## src/rtl/cca_pkg.sv

```systemverilog
// Purpose: Shared constants and types of the 8-bit core datapath.
// Assumes: One core clock, synchronous active-high reset.
// Notes: Instruction encoding below is the core's own 16-bit format.
package cca_pkg;

  // Register file and data-space map.
  localparam int unsigned NUM_REGS = 32;
  localparam logic [15:0] IO_DATA_OFS = 16'h0020; // I/O to data shift.
  localparam logic [15:0] STATUS_DATA_ADDR = 16'h005F; // Status in data.
  localparam logic [5:0] STATUS_IO_ADDR = 6'h3F; // Status in I/O space.
  localparam logic [15:0] EXT_IO_BASE = 16'h0060; // Extended I/O start.
  localparam logic [7:0] STATUS_RESET = 8'h00; // Status after reset.

  // Status bit positions.
  localparam int FLG_I = 7; // Global interrupt enable.
  localparam int FLG_T = 6; // Bit copy storage.
  localparam int FLG_H = 5; // Half carry.
  localparam int FLG_S = 4; // Sign, N xor V.
  localparam int FLG_V = 3; // Two's complement overflow.
  localparam int FLG_N = 2; // Negative.
  localparam int FLG_Z = 1; // Zero.
  localparam int FLG_C = 0; // Carry.

  // Flags touched by each instruction class.
  localparam logic [7:0] MASK_ARITH = 8'h3F; // H S V N Z C.
  localparam logic [7:0] MASK_LOGIC = 8'h1E; // S V N Z.

  // Pointer pairs, low byte register numbers.
  localparam logic [4:0] PTR_X_LO = 5'h1A; // X pointer.
  localparam logic [4:0] PTR_Y_LO = 5'h1C; // Y pointer.
  localparam logic [4:0] PTR_Z_LO = 5'h1E; // Z pointer, also table.

  // Major opcodes in instruction bits 15..12.
  typedef enum logic [3:0] {
    OP_SYS = 4'h0, OP_ARITH = 4'h1, OP_LOGIC = 4'h2, OP_SUBI = 4'h3,
    OP_ANDI = 4'h4, OP_ORI = 4'h5, OP_LDI = 4'h6, OP_BIT = 4'h7,
    OP_IN = 4'h8, OP_OUT = 4'h9, OP_LD = 4'hA, OP_ST = 4'hB,
    OP_LDS = 4'hC, OP_STS = 4'hD, OP_CALL = 4'hE, OP_BRANCH = 4'hF
  } cca_op_e;

  // System sub-operations in instruction bits 3..0.
  typedef enum logic [3:0] {
    SYS_NOP = 4'h0, SYS_SEI = 4'h1, SYS_CLI = 4'h2, SYS_RETURN_FROM_IRQ_INSTR = 4'h3,
    SYS_RET = 4'h4, SYS_SPM = 4'h5, SYS_LPM = 4'h6
  } cca_sys_e;

  // Sequencer states, Gray coded along EXEC, OPND, PUSH, POP.
  typedef enum logic [1:0] {
    ST_EXEC = 2'h0, ST_OPND = 2'h1, ST_PUSH = 2'h3, ST_POP = 2'h2
  } cca_state_e;

  // Data memory request.
  typedef struct packed {
    logic [15:0] addr; // Data-space byte address.
    logic [7:0] wdata; // Write data.
    logic we; // Write strobe.
    logic re; // Read strobe.
  } cca_dm_req_s;

  // Self-programming store request.
  typedef struct packed {
    logic [15:0] addr; // Flash address from Z.
    logic [15:0] data; // Word from r1:r0.
    logic we; // One-cycle store pulse.
  } cca_spm_req_s;

endpackage

```

## src/rtl/cca_core.sv

```systemverilog
// Purpose: 8-bit core execution datapath with status register.
// Assumes: Program and data memories answer in the same cycle.
// Notes: One instruction word is prefetched while the previous executes.
// Function
// - Thirty-two 8-bit registers, single-cycle access.
// - Read two operands, write result, one cycle.
// - Prefetch next word while current one executes.
// - Six registers form X, Y, Z pointers.
// - Instructions are one or two words.
// - Flash store allowed only from boot section.
// - Calls and interrupts push return address.
// - Lowest vector address interrupt wins.
// - 64 I/O locations mapped after registers.
// - I/O address plus 0x20 in data space.
// - Extended I/O reachable only by load/store.
// - Status updated after every ALU operation except register copy.
// - Status never saved or restored automatically.
// - Status at I/O 0x3F, resets to zero.
// - Bit 7 clear blocks every interrupt.
// - Enable cleared on entry, set on return from interrupt.
// - Bit 6 holds bit-store/bit-load copy bit.
// - Bit 5 holds nibble half carry.
// - Bit 4 is negative xor overflow.
// - Bit 3 overflow, bit 2 negative.
// - Bit 1 zero, bit 0 carry.
// - ALU ops register-register or register-immediate.
module cca_core
  import cca_pkg::*;
#(
  parameter int IRQ_NUM = 8, // Number of interrupt sources.
  parameter logic [15:0] VEC_STEP = 16'h0002, // Words per vector.
  parameter logic [15:0] BOOT_START = 16'hF000, // Boot section start.
  parameter logic [15:0] SP_RESET = 16'h0FFF // Stack pointer start.
)
(
  input wire logic i_clk_sys, // Core clock.
  input wire logic i_rst, // Synchronous reset, active high.
  output logic [15:0] o_pm_addr, // Program memory word address.
  input wire logic [15:0] i_pm_data, // Program word at o_pm_addr.
  output cca_dm_req_s o_dm, // Data memory request.
  input wire logic [7:0] i_dm_rdata, // Data at o_dm.addr.
  input wire logic [IRQ_NUM-1:0] i_irq, // Pending interrupt levels.
  output logic o_irq_ack, // Interrupt taken pulse.
  output logic [7:0] o_irq_idx, // Index of taken interrupt.
  output cca_spm_req_s o_spm, // Flash store request.
  output logic [7:0] o_status // Current status register.
);

  // Architectural state.
  logic [7:0] gpr [NUM_REGS]; // Working registers.
  logic [7:0] status; // Status flags.
  logic [15:0] pc; // Next fetch address.
  logic [15:0] ir; // Prefetched instruction word.
  logic ir_valid; // Prefetched word is executable.
  logic [15:0] sp; // Stack pointer.
  logic [15:0] op_word; // First word of a two-cycle instruction.
  logic [15:0] ret_addr; // Return address being pushed or popped.
  logic [15:0] tgt; // Jump target after the push.
  cca_state_e state; // Sequencer state.

  // Next values from the sequencer.
  logic [15:0] next_pc;
  logic [15:0] next_sp;
  logic [15:0] next_op_word;
  logic [15:0] next_ret;
  logic [15:0] next_tgt;
  logic next_ir_valid;
  cca_state_e next_state;
  logic [7:0] next_status;

  // Sequencer side outputs.
  logic rf_we; // Register write from ALU, immediate load, bit or table path.
  logic [4:0] rf_waddr; // Register write target.
  logic [7:0] rf_wdata; // Register write value.
  logic ld_sel; // Register write takes data-space read.
  logic [15:0] ds_addr; // Data-space address.
  logic ds_rd; // Data-space read.
  logic ds_wr; // Data-space write.
  logic [7:0] ds_wdata; // Data-space write value.
  logic [7:0] flag_mask; // Flags the ALU may change.
  logic t_we; // Copy bit write.
  logic i_set; // Enable set.
  logic i_clr; // Enable clear.
  logic take_ack; // Interrupt taken this cycle.
  logic spm_go; // Flash store this cycle.

  // Field decode of the executing word.
  wire cca_op_e opc = cca_op_e'(ir[15:12]);
  wire [4:0] rd5 = ir[9:5];
  wire [4:0] rr5 = ir[4:0];
  wire [4:0] rdi = {1'b1, ir[11:8]};
  wire [7:0] imm = ir[7:0];
  wire [1:0] sub = ir[11:10];
  wire [4:0] io_rd = ir[10:6];
  wire [15:0] io_data = {10'h000, ir[5:0]} + IO_DATA_OFS;
  wire [2:0] bitn = ir[2:0];
  wire [15:0] instr_addr = pc - 16'h0001;

  // Pointer pairs read straight from the register file.
  wire [15:0] ptr_x = {gpr[PTR_X_LO + 5'h01], gpr[PTR_X_LO]};
  wire [15:0] ptr_y = {gpr[PTR_Y_LO + 5'h01], gpr[PTR_Y_LO]};
  wire [15:0] ptr_z = {gpr[PTR_Z_LO + 5'h01], gpr[PTR_Z_LO]};
  wire [15:0] ptr_sel = (ir[1:0] == 2'h0) ? ptr_x :
                        (ir[1:0] == 2'h1) ? ptr_y : ptr_z;

  // Data-space decode: registers, status, else memory and I/O.
  wire ds_is_reg = ds_addr < IO_DATA_OFS;
  wire ds_is_stat = ds_addr == STATUS_DATA_ADDR;
  wire [7:0] ds_rdata = ds_is_reg ? gpr[ds_addr[4:0]] :
                        ds_is_stat ? status : i_dm_rdata;
  wire st_rf = ds_wr & ds_is_reg;
  wire stat_wr = ds_wr & ds_is_stat;
  wire wr_en = rf_we | st_rf | ld_sel;
  wire [4:0] wr_addr = st_rf ? ds_addr[4:0] : rf_waddr;
  wire [7:0] wr_data = st_rf ? ds_wdata : ld_sel ? ds_rdata : rf_wdata;
  assign o_dm.addr = ds_addr;
  assign o_dm.wdata = ds_wdata;
  assign o_dm.we = ds_wr & ~ds_is_reg & ~ds_is_stat;
  assign o_dm.re = ds_rd & ~ds_is_reg & ~ds_is_stat;

  // ALU operands: register pair or register and immediate.
  wire imm_op = (opc == OP_SUBI) | (opc == OP_ANDI) | (opc == OP_ORI);
  wire [7:0] op_a = gpr[imm_op ? rdi : rd5];
  wire [7:0] op_b = imm_op ? imm : gpr[rr5];
  wire is_sub = ((opc == OP_ARITH) & sub[1]) | (opc == OP_SUBI);
  wire use_c = (opc == OP_ARITH) & sub[0] & status[FLG_C];
  wire cin = is_sub ? ~use_c : use_c;
  wire [7:0] b_eff = is_sub ? ~op_b : op_b;
  wire [8:0] sum = {1'b0, op_a} + {1'b0, b_eff} + {8'h00, cin};
  wire [4:0] hsum = {1'b0, op_a[3:0]} + {1'b0, b_eff[3:0]} + {4'h0, cin};
  wire sbc_op = (opc == OP_ARITH) & (sub == 2'h3);

  // ALU result and its flags.
  logic [7:0] alu_res;
  logic [7:0] alu_flags;
  logic alu_v;
  always_comb
  begin
    alu_res = sum[7:0];
    alu_v = (op_a[7] == b_eff[7]) & (sum[7] != op_a[7]);
    if ((opc == OP_LOGIC) | (opc == OP_ANDI) | (opc == OP_ORI))
    begin
      alu_v = 1'b0; // Logic clears overflow.
      if ((opc == OP_ANDI) | ((opc == OP_LOGIC) & (sub == 2'h0)))
        alu_res = op_a & op_b;
      else if ((opc == OP_ORI) | (sub == 2'h1))
        alu_res = op_a | op_b;
      else if (sub == 2'h2)
        alu_res = op_a ^ op_b;
      else
        alu_res = op_b; // Register copy.
    end
    alu_flags = 8'h00;
    alu_flags[FLG_H] = is_sub ? ~hsum[4] : hsum[4];
    alu_flags[FLG_V] = alu_v;
    alu_flags[FLG_N] = alu_res[7];
    alu_flags[FLG_S] = alu_res[7] ^ alu_v;
    alu_flags[FLG_Z] = (alu_res == 8'h00) &
                       (~sbc_op | status[FLG_Z]);
    alu_flags[FLG_C] = is_sub ? ~sum[8] : sum[8];
  end

  // Interrupt choice: lowest index is lowest vector, highest priority.
  logic [7:0] irq_pick;
  always_comb
  begin
    irq_pick = 8'h00;
    for (int k = IRQ_NUM - 1; k >= 0; k--)
      if (i_irq[k])
        irq_pick = 8'(k);
  end
  wire irq_take = status[FLG_I] & (|i_irq) & ir_valid;
  wire [15:0] irq_vec = ({8'h00, irq_pick} + 16'h0001) * VEC_STEP;

  // Sequencer: fetch, execute, operand word, stack push and pop.
  always_comb
  begin
    next_state = state;
    next_pc = pc + 16'h0001;
    o_pm_addr = pc;
    next_ir_valid = 1'b1;
    next_sp = sp;
    next_op_word = op_word;
    next_ret = ret_addr;
    next_tgt = tgt;
    rf_we = 1'b0;
    rf_waddr = rd5;
    rf_wdata = alu_res;
    ld_sel = 1'b0;
    ds_addr = sp;
    ds_rd = 1'b0;
    ds_wr = 1'b0;
    ds_wdata = 8'h00;
    flag_mask = 8'h00;
    t_we = 1'b0;
    i_set = 1'b0;
    i_clr = 1'b0;
    take_ack = 1'b0;
    spm_go = 1'b0;
    case (state)
      ST_EXEC:
      begin
        if (!ir_valid)
          next_ir_valid = 1'b1; // Refill bubble after a jump.
        else if (state == ST_EXEC && irq_take)
        begin
          // Status is not pushed and only I is cleared; software preserves it.
          next_ret = instr_addr;
          next_tgt = irq_vec;
          ds_wr = 1'b1;
          ds_wdata = instr_addr[7:0];
          next_sp = sp - 16'h0001;
          i_clr = 1'b1;
          take_ack = 1'b1;
          next_ir_valid = 1'b0;
          next_state = ST_PUSH;
        end
        else
        begin
          case (opc)
            OP_SYS:
            begin
              case (cca_sys_e'(ir[3:0]))
                SYS_SEI: i_set = 1'b1;
                SYS_CLI: i_clr = 1'b1;
                SYS_RET, SYS_RETURN_FROM_IRQ_INSTR:
                begin
                  // Pop high byte first.
                  ds_addr = sp + 16'h0001;
                  ds_rd = 1'b1;
                  next_ret = {i_dm_rdata, ret_addr[7:0]};
                  next_sp = sp + 16'h0001;
                  next_op_word = ir;
                  next_ir_valid = 1'b0;
                  next_state = ST_POP;
                end
                SYS_SPM: spm_go = instr_addr >= BOOT_START;
                SYS_LPM:
                begin
                  // Borrow the fetch port for one table word.
                  o_pm_addr = {1'b0, ptr_z[15:1]};
                  next_pc = pc;
                  next_op_word = ir;
                  next_state = ST_OPND;
                end
                default: next_state = ST_EXEC; // No operation.
              endcase
            end
            OP_ARITH, OP_SUBI:
            begin
              rf_we = 1'b1;
              rf_waddr = (opc == OP_SUBI) ? rdi : rd5;
              flag_mask = MASK_ARITH;
            end
            OP_LOGIC, OP_ANDI, OP_ORI:
            begin
              rf_we = 1'b1;
              rf_waddr = imm_op ? rdi : rd5;
              flag_mask = ((opc == OP_LOGIC) && (sub == 2'h3)) ?
                          8'h00 : MASK_LOGIC;
            end
            OP_LDI:
            begin
              rf_we = 1'b1;
              rf_waddr = rdi;
              rf_wdata = imm;
            end
            OP_BIT:
            begin
              if (sub == 2'h0)
                t_we = 1'b1; // Bit store into T.
              else
              begin
                rf_we = 1'b1; // Bit load from T.
                rf_wdata = gpr[rd5];
                rf_wdata[bitn] = status[FLG_T];
              end
            end
            OP_IN:
            begin
              ds_addr = io_data;
              ds_rd = 1'b1;
              ld_sel = 1'b1;
              rf_waddr = io_rd;
            end
            OP_OUT:
            begin
              ds_addr = io_data;
              ds_wr = 1'b1;
              ds_wdata = gpr[io_rd];
            end
            OP_LD:
            begin
              ds_addr = ptr_sel;
              ds_rd = 1'b1;
              ld_sel = 1'b1;
            end
            OP_ST:
            begin
              ds_addr = ptr_sel;
              ds_wr = 1'b1;
              ds_wdata = gpr[rd5];
            end
            OP_LDS, OP_STS, OP_CALL:
            begin
              next_op_word = ir; // Second word follows.
              next_state = ST_OPND;
            end
            OP_BRANCH:
            begin
              if (status[ir[10:8]] == ir[11])
              begin
                next_pc = pc + {{8{ir[7]}}, ir[7:0]};
                next_ir_valid = 1'b0;
              end
            end
            default: next_state = ST_EXEC;
          endcase
        end
      end
      ST_OPND:
      begin
        next_state = ST_EXEC;
        rf_waddr = op_word[9:5];
        if (op_word[15:12] == OP_SYS)
        begin
          rf_we = 1'b1; // Table byte chosen by Z bit 0.
          rf_wdata = ptr_z[0] ? ir[15:8] : ir[7:0];
        end
        else if (op_word[15:12] == OP_LDS)
        begin
          ds_addr = ir;
          ds_rd = 1'b1;
          ld_sel = 1'b1;
        end
        else if (op_word[15:12] == OP_STS)
        begin
          ds_addr = ir;
          ds_wr = 1'b1;
          ds_wdata = gpr[op_word[9:5]];
        end
        else
        begin
          next_ret = pc; // Return past both words.
          next_tgt = ir;
          ds_wr = 1'b1;
          ds_wdata = pc[7:0];
          next_sp = sp - 16'h0001;
          next_ir_valid = 1'b0;
          next_state = ST_PUSH;
        end
      end
      ST_PUSH:
      begin
        ds_wr = 1'b1; // High byte of return address.
        ds_wdata = ret_addr[15:8];
        next_sp = sp - 16'h0001;
        next_pc = tgt;
        next_ir_valid = 1'b0;
        next_state = ST_EXEC;
      end
      ST_POP:
      begin
        ds_addr = sp + 16'h0001;
        ds_rd = 1'b1;
        next_sp = sp + 16'h0001;
        next_pc = {ret_addr[15:8], i_dm_rdata};
        i_set = op_word[3:0] == SYS_RETURN_FROM_IRQ_INSTR;
        next_ir_valid = 1'b0;
        next_state = ST_EXEC;
      end
      default: next_state = ST_EXEC;
    endcase
  end

  // Status next value: ALU flags, then copy bit, then writes, then enable.
  always_comb
  begin
    next_status = (status & ~flag_mask) | (alu_flags & flag_mask);
    if (t_we)
      next_status[FLG_T] = gpr[rd5][bitn];
    if (stat_wr)
      next_status = ds_wdata;
    if (i_clr)
      next_status[FLG_I] = 1'b0;
    if (i_set)
      next_status[FLG_I] = 1'b1;
  end

  // Register file, one flop group per register.
  for (genvar g = 0; g < NUM_REGS; g++)
  begin : g_rf
    always_ff @(posedge i_clk_sys)
    begin
      if (i_rst)
        gpr[g] <= 8'h00;
      else if (wr_en && wr_addr == 5'(g))
        gpr[g] <= wr_data;
    end
  end

  // Sequencer and status registers.
  always_ff @(posedge i_clk_sys)
  begin
    if (i_rst)
    begin
      state <= ST_EXEC;
      pc <= 16'h0000;
      ir <= 16'h0000;
      ir_valid <= 1'b0;
      sp <= SP_RESET;
      status <= STATUS_RESET;
    end
    else
    begin
      state <= next_state;
      pc <= next_pc;
      ir <= i_pm_data;
      ir_valid <= next_ir_valid;
      sp <= next_sp;
      status <= next_status;
    end
  end

  // Operand holding registers and registered side outputs.
  always_ff @(posedge i_clk_sys)
  begin
    if (i_rst)
    begin
      op_word <= 16'h0000;
      ret_addr <= 16'h0000;
      tgt <= 16'h0000;
      o_irq_ack <= 1'b0;
      o_irq_idx <= 8'h00;
      o_spm <= '0;
    end
    else
    begin
      op_word <= next_op_word;
      ret_addr <= next_ret;
      tgt <= next_tgt;
      o_irq_ack <= take_ack;
      o_irq_idx <= take_ack ? irq_pick : o_irq_idx;
      o_spm.we <= spm_go;
      o_spm.addr <= spm_go ? ptr_z : o_spm.addr;
      o_spm.data <= spm_go ? {gpr[1], gpr[0]} : o_spm.data;
    end
  end

  assign o_status = status;

endmodule

```

## config.mk

```make
export PLATFORM = sky130hd
export DESIGN_NAME = cca_core
export DESIGN_NICKNAME = d
export VERILOG_FILES = /design/src/rtl/cca_pkg.sv /design/src/rtl/cca_core.sv
export SDC_FILE = /design/constraint.sdc
export NUM_CORES = 2
export LEC_CHECK = 0
export BUFFER_PORTS_ARGS = -buffer_cell sky130_fd_sc_hd__buf_2
export CAP_MARGIN = 20
export CELL_PAD_IN_SITES_DETAIL_PLACEMENT = 0
export CELL_PAD_IN_SITES_GLOBAL_PLACEMENT = 1
export CORE_ASPECT_RATIO = 1.1
export CORE_MARGIN = 3
export CORE_UTILIZATION = 35
export CTS_CLUSTER_DIAMETER = 150
export DETAILED_ROUTE_END_ITERATION = 16
export PLACE_DENSITY = 0.69
export SYNTH_ARGS = -nofsm -noshare
export SYNTH_HDL_FRONTEND = slang
export SYNTH_SLANG_ARGS = --single-unit
```

## constraint.sdc

```tcl
create_clock -name i_clk_sys -period 6.3 [get_ports i_clk_sys]
set_clock_uncertainty 0.05 [all_clocks]
set_input_delay 1.575 -clock i_clk_sys [delete_from_list [all_inputs] [get_ports i_clk_sys]]
set_output_delay 1.575 -clock i_clk_sys [all_outputs]
set_load 0.05 [all_outputs]
```

# --- After elaboration in Yosys (flattened, before gate mapping) ---
# Memories as Yosys holds them, arrays and structs flattened. A register that Yosys moved wholly into a read port is not among the register bits.
# Index checks and enable logic that the tools add are counted.
totals:
  register_bits: 125
  output_inout_bits: 92
  wordCells: 543
  latchBits: 0
  mem_count: 1
  rom_bits: 0
  ramBits: 256
  inputBits: 34
op_classes:
  n_lt_le_gt_ge: 5
  n_eq_ne: 77
  shift: 0
  reduce_logical: 62
  mul: 0
  div_mod_pow: 0
  muxes: 301
  n_addsub: 11
  bitwise: 73
mem_list:
  columns: ["name", "words", "width", "read_ports", "rd_ports_with_merged_regs", "wr", "line_no", "rtl"]
  rows:
  - ["gpr", 32, 8, 14, 6, 32, "cca_core.sv:50", "logic [7:0] gpr [NUM_REGS];"]
op_table:
  columns: ["cell", "n"]
  rows:
  - ["$mux W16", 36]
  - ["$mux W8", 60]
  - ["$mux W1", 154]
  - ["$pmux W16 S3", 3]
  - ["$pmux W16 S2", 4]
  - ["$eq A5 B5 Y1 const B", 16]
  - ["$pmux W16 S4", 1]
  - ["$mux W5", 11]
  - ["$pmux W8 S2", 3]
  - ["$or A1 B1 Y1", 42]
  - ["$eq A4 B4 Y1 const B", 10]
  - ["$eq A5 B4 Y1 const B", 8]
  - ["$logic_and A1 B1 Y1", 35]
  - ["$add A16 B1 Y16 const B", 2]
  - ["$sub A16 B1 Y16 const B", 2]
  - ["$eq A4 B3 Y1 const B", 7]
  - ["$pmux W8 S3", 1]
  - ["$eq A4 B2 Y1 const B", 5]
  - ["$eq A5 B3 Y1 const B", 4]
  - ["$pmux W5 S4", 1]
  - ["$mux W6", 3]
  - ["$add A16 B16 Y16", 1]
  - ["$and A8 B8 Y8", 2]
  - ["$eq A16 B7 Y1 const B", 1]
  - ["54 further kinds", 117]

# --- Depth between registers and ports, before layout ---
logic_depth:
  depth_word: 18
  depth_mapped: 28
  ltp_nobuf: 22

# --- Worst setup path before layout ---
# No wires, ideal clock.
synth_timing:
  path_kind: "input port to output port"
  from: "input port i_irq[0]"
  to: "output port o_dm[0] (netlist bit)"
  n_path_buf: 2
  slack_ns: -0.244
  t_arrival_ns: 4.919
  path_stages: 11
  t_required_ns: 4.675
  cell_sequence: "or4_4 > o21ai_1 > nand3_1 > a21oi_1 > a311o_1 > nor2_1 > and3_1 > buf_2 > clkbuf_1 > and3_1 > a31oi_1"
synth_rtl:
  columns: ["item", "line_no", "rtl"]
  rows:
  - ["from (decl)", "cca_core.sv:42", "input wire logic [IRQ_NUM-1:0] i_irq,"]
  - ["to (decl)", "cca_core.sv:40", "output cca_dm_req_s o_dm,"]

==> flow_summary.toml <==
[status]
status = "completed"

[synth]
synth_top_cell_area_share_pct = 25.3
ys_top_cells_by_count = "nand2_1 (405), nor2_1 (394), mux4_2 (392)"
synth_area_per_cell_sq_um = 10.0
synth_top_area_cell = "mux4_2"
synthesis.area_sq_um = 34900
ys_seq_elements = 394
synthCells = 3485
ys_async_sr_fraction_pct = 0
seq_area_frac_synth_pct = 30.0
synth_edf_count = 256
synth_cell_types = 107
synth.most_common_cell = "nand2_1"
synthFlopType = "edfxtp_1"
ys_warn_count = 0
synth_area_leaders = "mux4_2 (25%), edfxtp_1 (22%), dfxtp_1 (7.9%)"

[sta]
finalMaxSlewViolations = 0
setup_viol = 0
max_freq_ghz = 0.160
period_needed_ns = 6.24
fin_crit_sh_pct = 99.0
report.final.hold_viol_count = 0
worstMarginPinSlew_ns = 1.10
tns_ns = 0
rsz0062_at_grt = "false"
relSlewSlack_pct = 26.7

[final_layout]
fillerInstances = 9637
final_nets = 3652
syn_to_final_growth_pct = 13.9
drive_gt1_share_pct = 27.3

[floorplanning]
die_area_sq_um = 103000
dieWidth_microns = 307
rows = 120
core-area_sq_um = 98000
initial_core_util_pct = 35.6
ios = 126
die_h_microns = 337

[global_routing]
antenna_found_initial = 7
grt_max_degree = 89
grt_util_all_layers_pct = 32.1
overflow = 0
grt_pass1_vias = 31300
grt_pass1_wl_mm = 240

[clock_network]
ctsHoldBuffers = 0
clock_tree.root_cell = "clkbuf_16"
path_clk_slew_ns = 0.06
cts_tree = "built"
cts_buffers = 48
cts_buffer_depth = 3
htreeDepth = 2
cts_num_sinks = 394
insertion_delay_ns = 0.67

[place]
place_hpwl_mm = 125
gp_congestion = 1.03
port_buffers = 120

[worst_setup_path]
critical_path.slowest_cell = "dfxtp_2"
path_cells = "and4bb_2, nor2_1, or4_1, a21oi_1, a311o_1, nor2_1, and3_1, and3_1, a31oi_2, buf_2"
crit_path_start_kind = "flop"
reg2reg_depth = 24
path_buf_inv = 1
crit_arrival_ns = 4.61
end_kind = "output port"
critPathTopFamily = "simple AND/OR/NAND/NOR gates"
max_stage_delay_ns = 1.02
r2r-end = "gpr[30][4]"
r2r-start = "ir[14]"
reg2reg_slack_ns = 0.29
crit_path_max_fanout = 20
required_ns = 4.68
crit_type = "flop to output port"

[routing]
vias = 33000
finalWirelength_mm = 169
wire_per_inst_microns = 34.5
drtIter0Drc = 5002
antenna_left = 0
firstDrtPassIters = 6
drc = 0
viasPerCell = 6.75

[hold_path]
min_to = "o_spm[6]"
hold_path_class = "flop to flop"
whs_path_depth = 2
holdCritStartpoint = "o_spm[6]"

[power]
powerDensity_nw_per_um2 = 227
power_mw = 9.02
ir_drop_mv = 0.214
p_leak_nw = 14.2

[job]
drv_cap = 0
-- flip-flops by register name, summed over array words and instances, names as in the netlist, named ones only --
signal / flops
gpr: 256
o_spm: 33
ir: 16
pc: 16
sp: 16
tgt: 16
op_word: 13
ret_addr: 8
o_irq_idx: 3
o_status: 2
state: 2
ir_valid: 1
o_irq_ack: 1
-- per-layer routing --
metal	GRT usage, %	up-vias	wire length, microns
met4	21.8	6	14500
met2	48.2	2469	72900
met3	7.53	581	19100
met5	0	-	44
li1	-	13600	-
met1	41.0	16300	62300
-- kinds of logic (layout without fill, tap and decap cells) --
kind of cell | after synthesis | after routing | share of synthesized area (%)
other | 1 | 10 | 0.0108
AOI/OAI and AO/OA | 756 | 756 | 14.6
and+or+nand+nor | 1225 | 1225 | 16.3
xor gates and xnor gates | 65 | 65 | 1.63
buffers and inverters | 431 | 553 | 5.35
muxes | 567 | 567 | 30.5
adders and majority gates | 46 | 46 | 1.72
DFF | 394 | 394 | 30.0
-- worst reg2reg max path, cell delays in order (launching register included) --
cell,delay (ns)
dfxtp_1,0.33
nand3b_1,0.22
a21oi_4,0.26
buf_4,0.31
mux2i_4,0.62
buf_4,0.32
a211oi_1,0.09
a31oi_1,0.21
mux2_2,0.28
fa_1,0.22
inv_1,0.07
fa_1,0.44
nor2b_1,0.11
o21ai_0,0.10
and2_1,0.20
xnor2_1,0.13
a22oi_1,0.16
o311ai_0,0.26
a211o_1,0.36
o41ai_1,0.10
nor3_1,0.10
buf_4,0.19
o22ai_2,0.22
buf_12,0.25
nor2_1,0.10
-- timing repair --
| action | in CTS | in global routing |
|---|---|---|
| resized for setup | 1 | 7 |
| buffers inserted | 0 | 1 |
| pin swaps | 0 | 1 |
| setup endpoints to repair | 1 | 71 |
-- worst max path at each step --
| stage | start | to | depth (start not counted) |
|---|---|---|---|
| CTS | ir[6] | o_dm[5] | 8 |
| detailed placement | i_irq[0] | gpr[31][7] | 15 |
| global route | ir[0] | o_dm[0] | 11 |
| finish | ir[3] | o_dm[0] | 10 |
| floorplan | i_irq[0] | o_dm[0] | 11 |
| global placement | i_irq[0] | gpr[31][7] | 15 |
-- power by group --
part           internal (mW)  total, mW  switching [mW]
logic                   1.17       3.13            1.97
clock network           1.57       2.84            1.26
registers               2.84       3.05           0.216
total                   5.58       9.02            3.44
-- layout by cell type, fill, tap and decap left out, drive strengths merged, types with 10 or more instances in the layout --
cell	instances
o21ai	169
mux2i	155
a32oi	37
buf	391
and2	32
nand2	406
nor3b	11
edfxtp	256
o22ai	28
o221ai	16
a21o	15
and3	16
nor3	79
or3	42
o21a	10
a22oi	31
nand4	24
o211ai	12
xnor2	38
mux2	20
a21oi	188
a211oi	57
nand2b	16
clkbuf	63
xor2	27
nor2b	39
a311oi	19
nor4	22
o31ai	11
nand3	81
mux4	392
inv	75
ha	43
a221oi	28
dfxtp	138
a31oi	53
nor2	413
clkinv	16
-- area by class of cell --
cell class	count	area, sq um	share of cell area (%)
antenna	5	12.5	0.0315
clock buffer	62	1310	3.31
clock inverter	27	262	0.659
inverter	72	274	0.690
multi-input combinational	2664	22700	57.2
sequential	394	10500	26.4
tap	1281	1600	4.04
timing repair buffer	392	3050	7.69
-- metrics by stage --
step	instance area [sq um]	util (%)	setup slack (ns)	hold slack, ns	std cells
3_5_place_dp	38000	38.8	0.116	0.391	4799
3_3_place_gp	38000	38.8	-0.0129	0.385	4799
5_1_grt	39700	40.5	0.00586	0.408	4892
2_1_floorplan	34900	-	0.0156	0.377	3489
4_1_cts	39600	40.4	0.0409	0.399	4888
6_report	39700	40.5	0.0625	0.399	4897
Note: power is estimated with default switching activity, not from simulation.
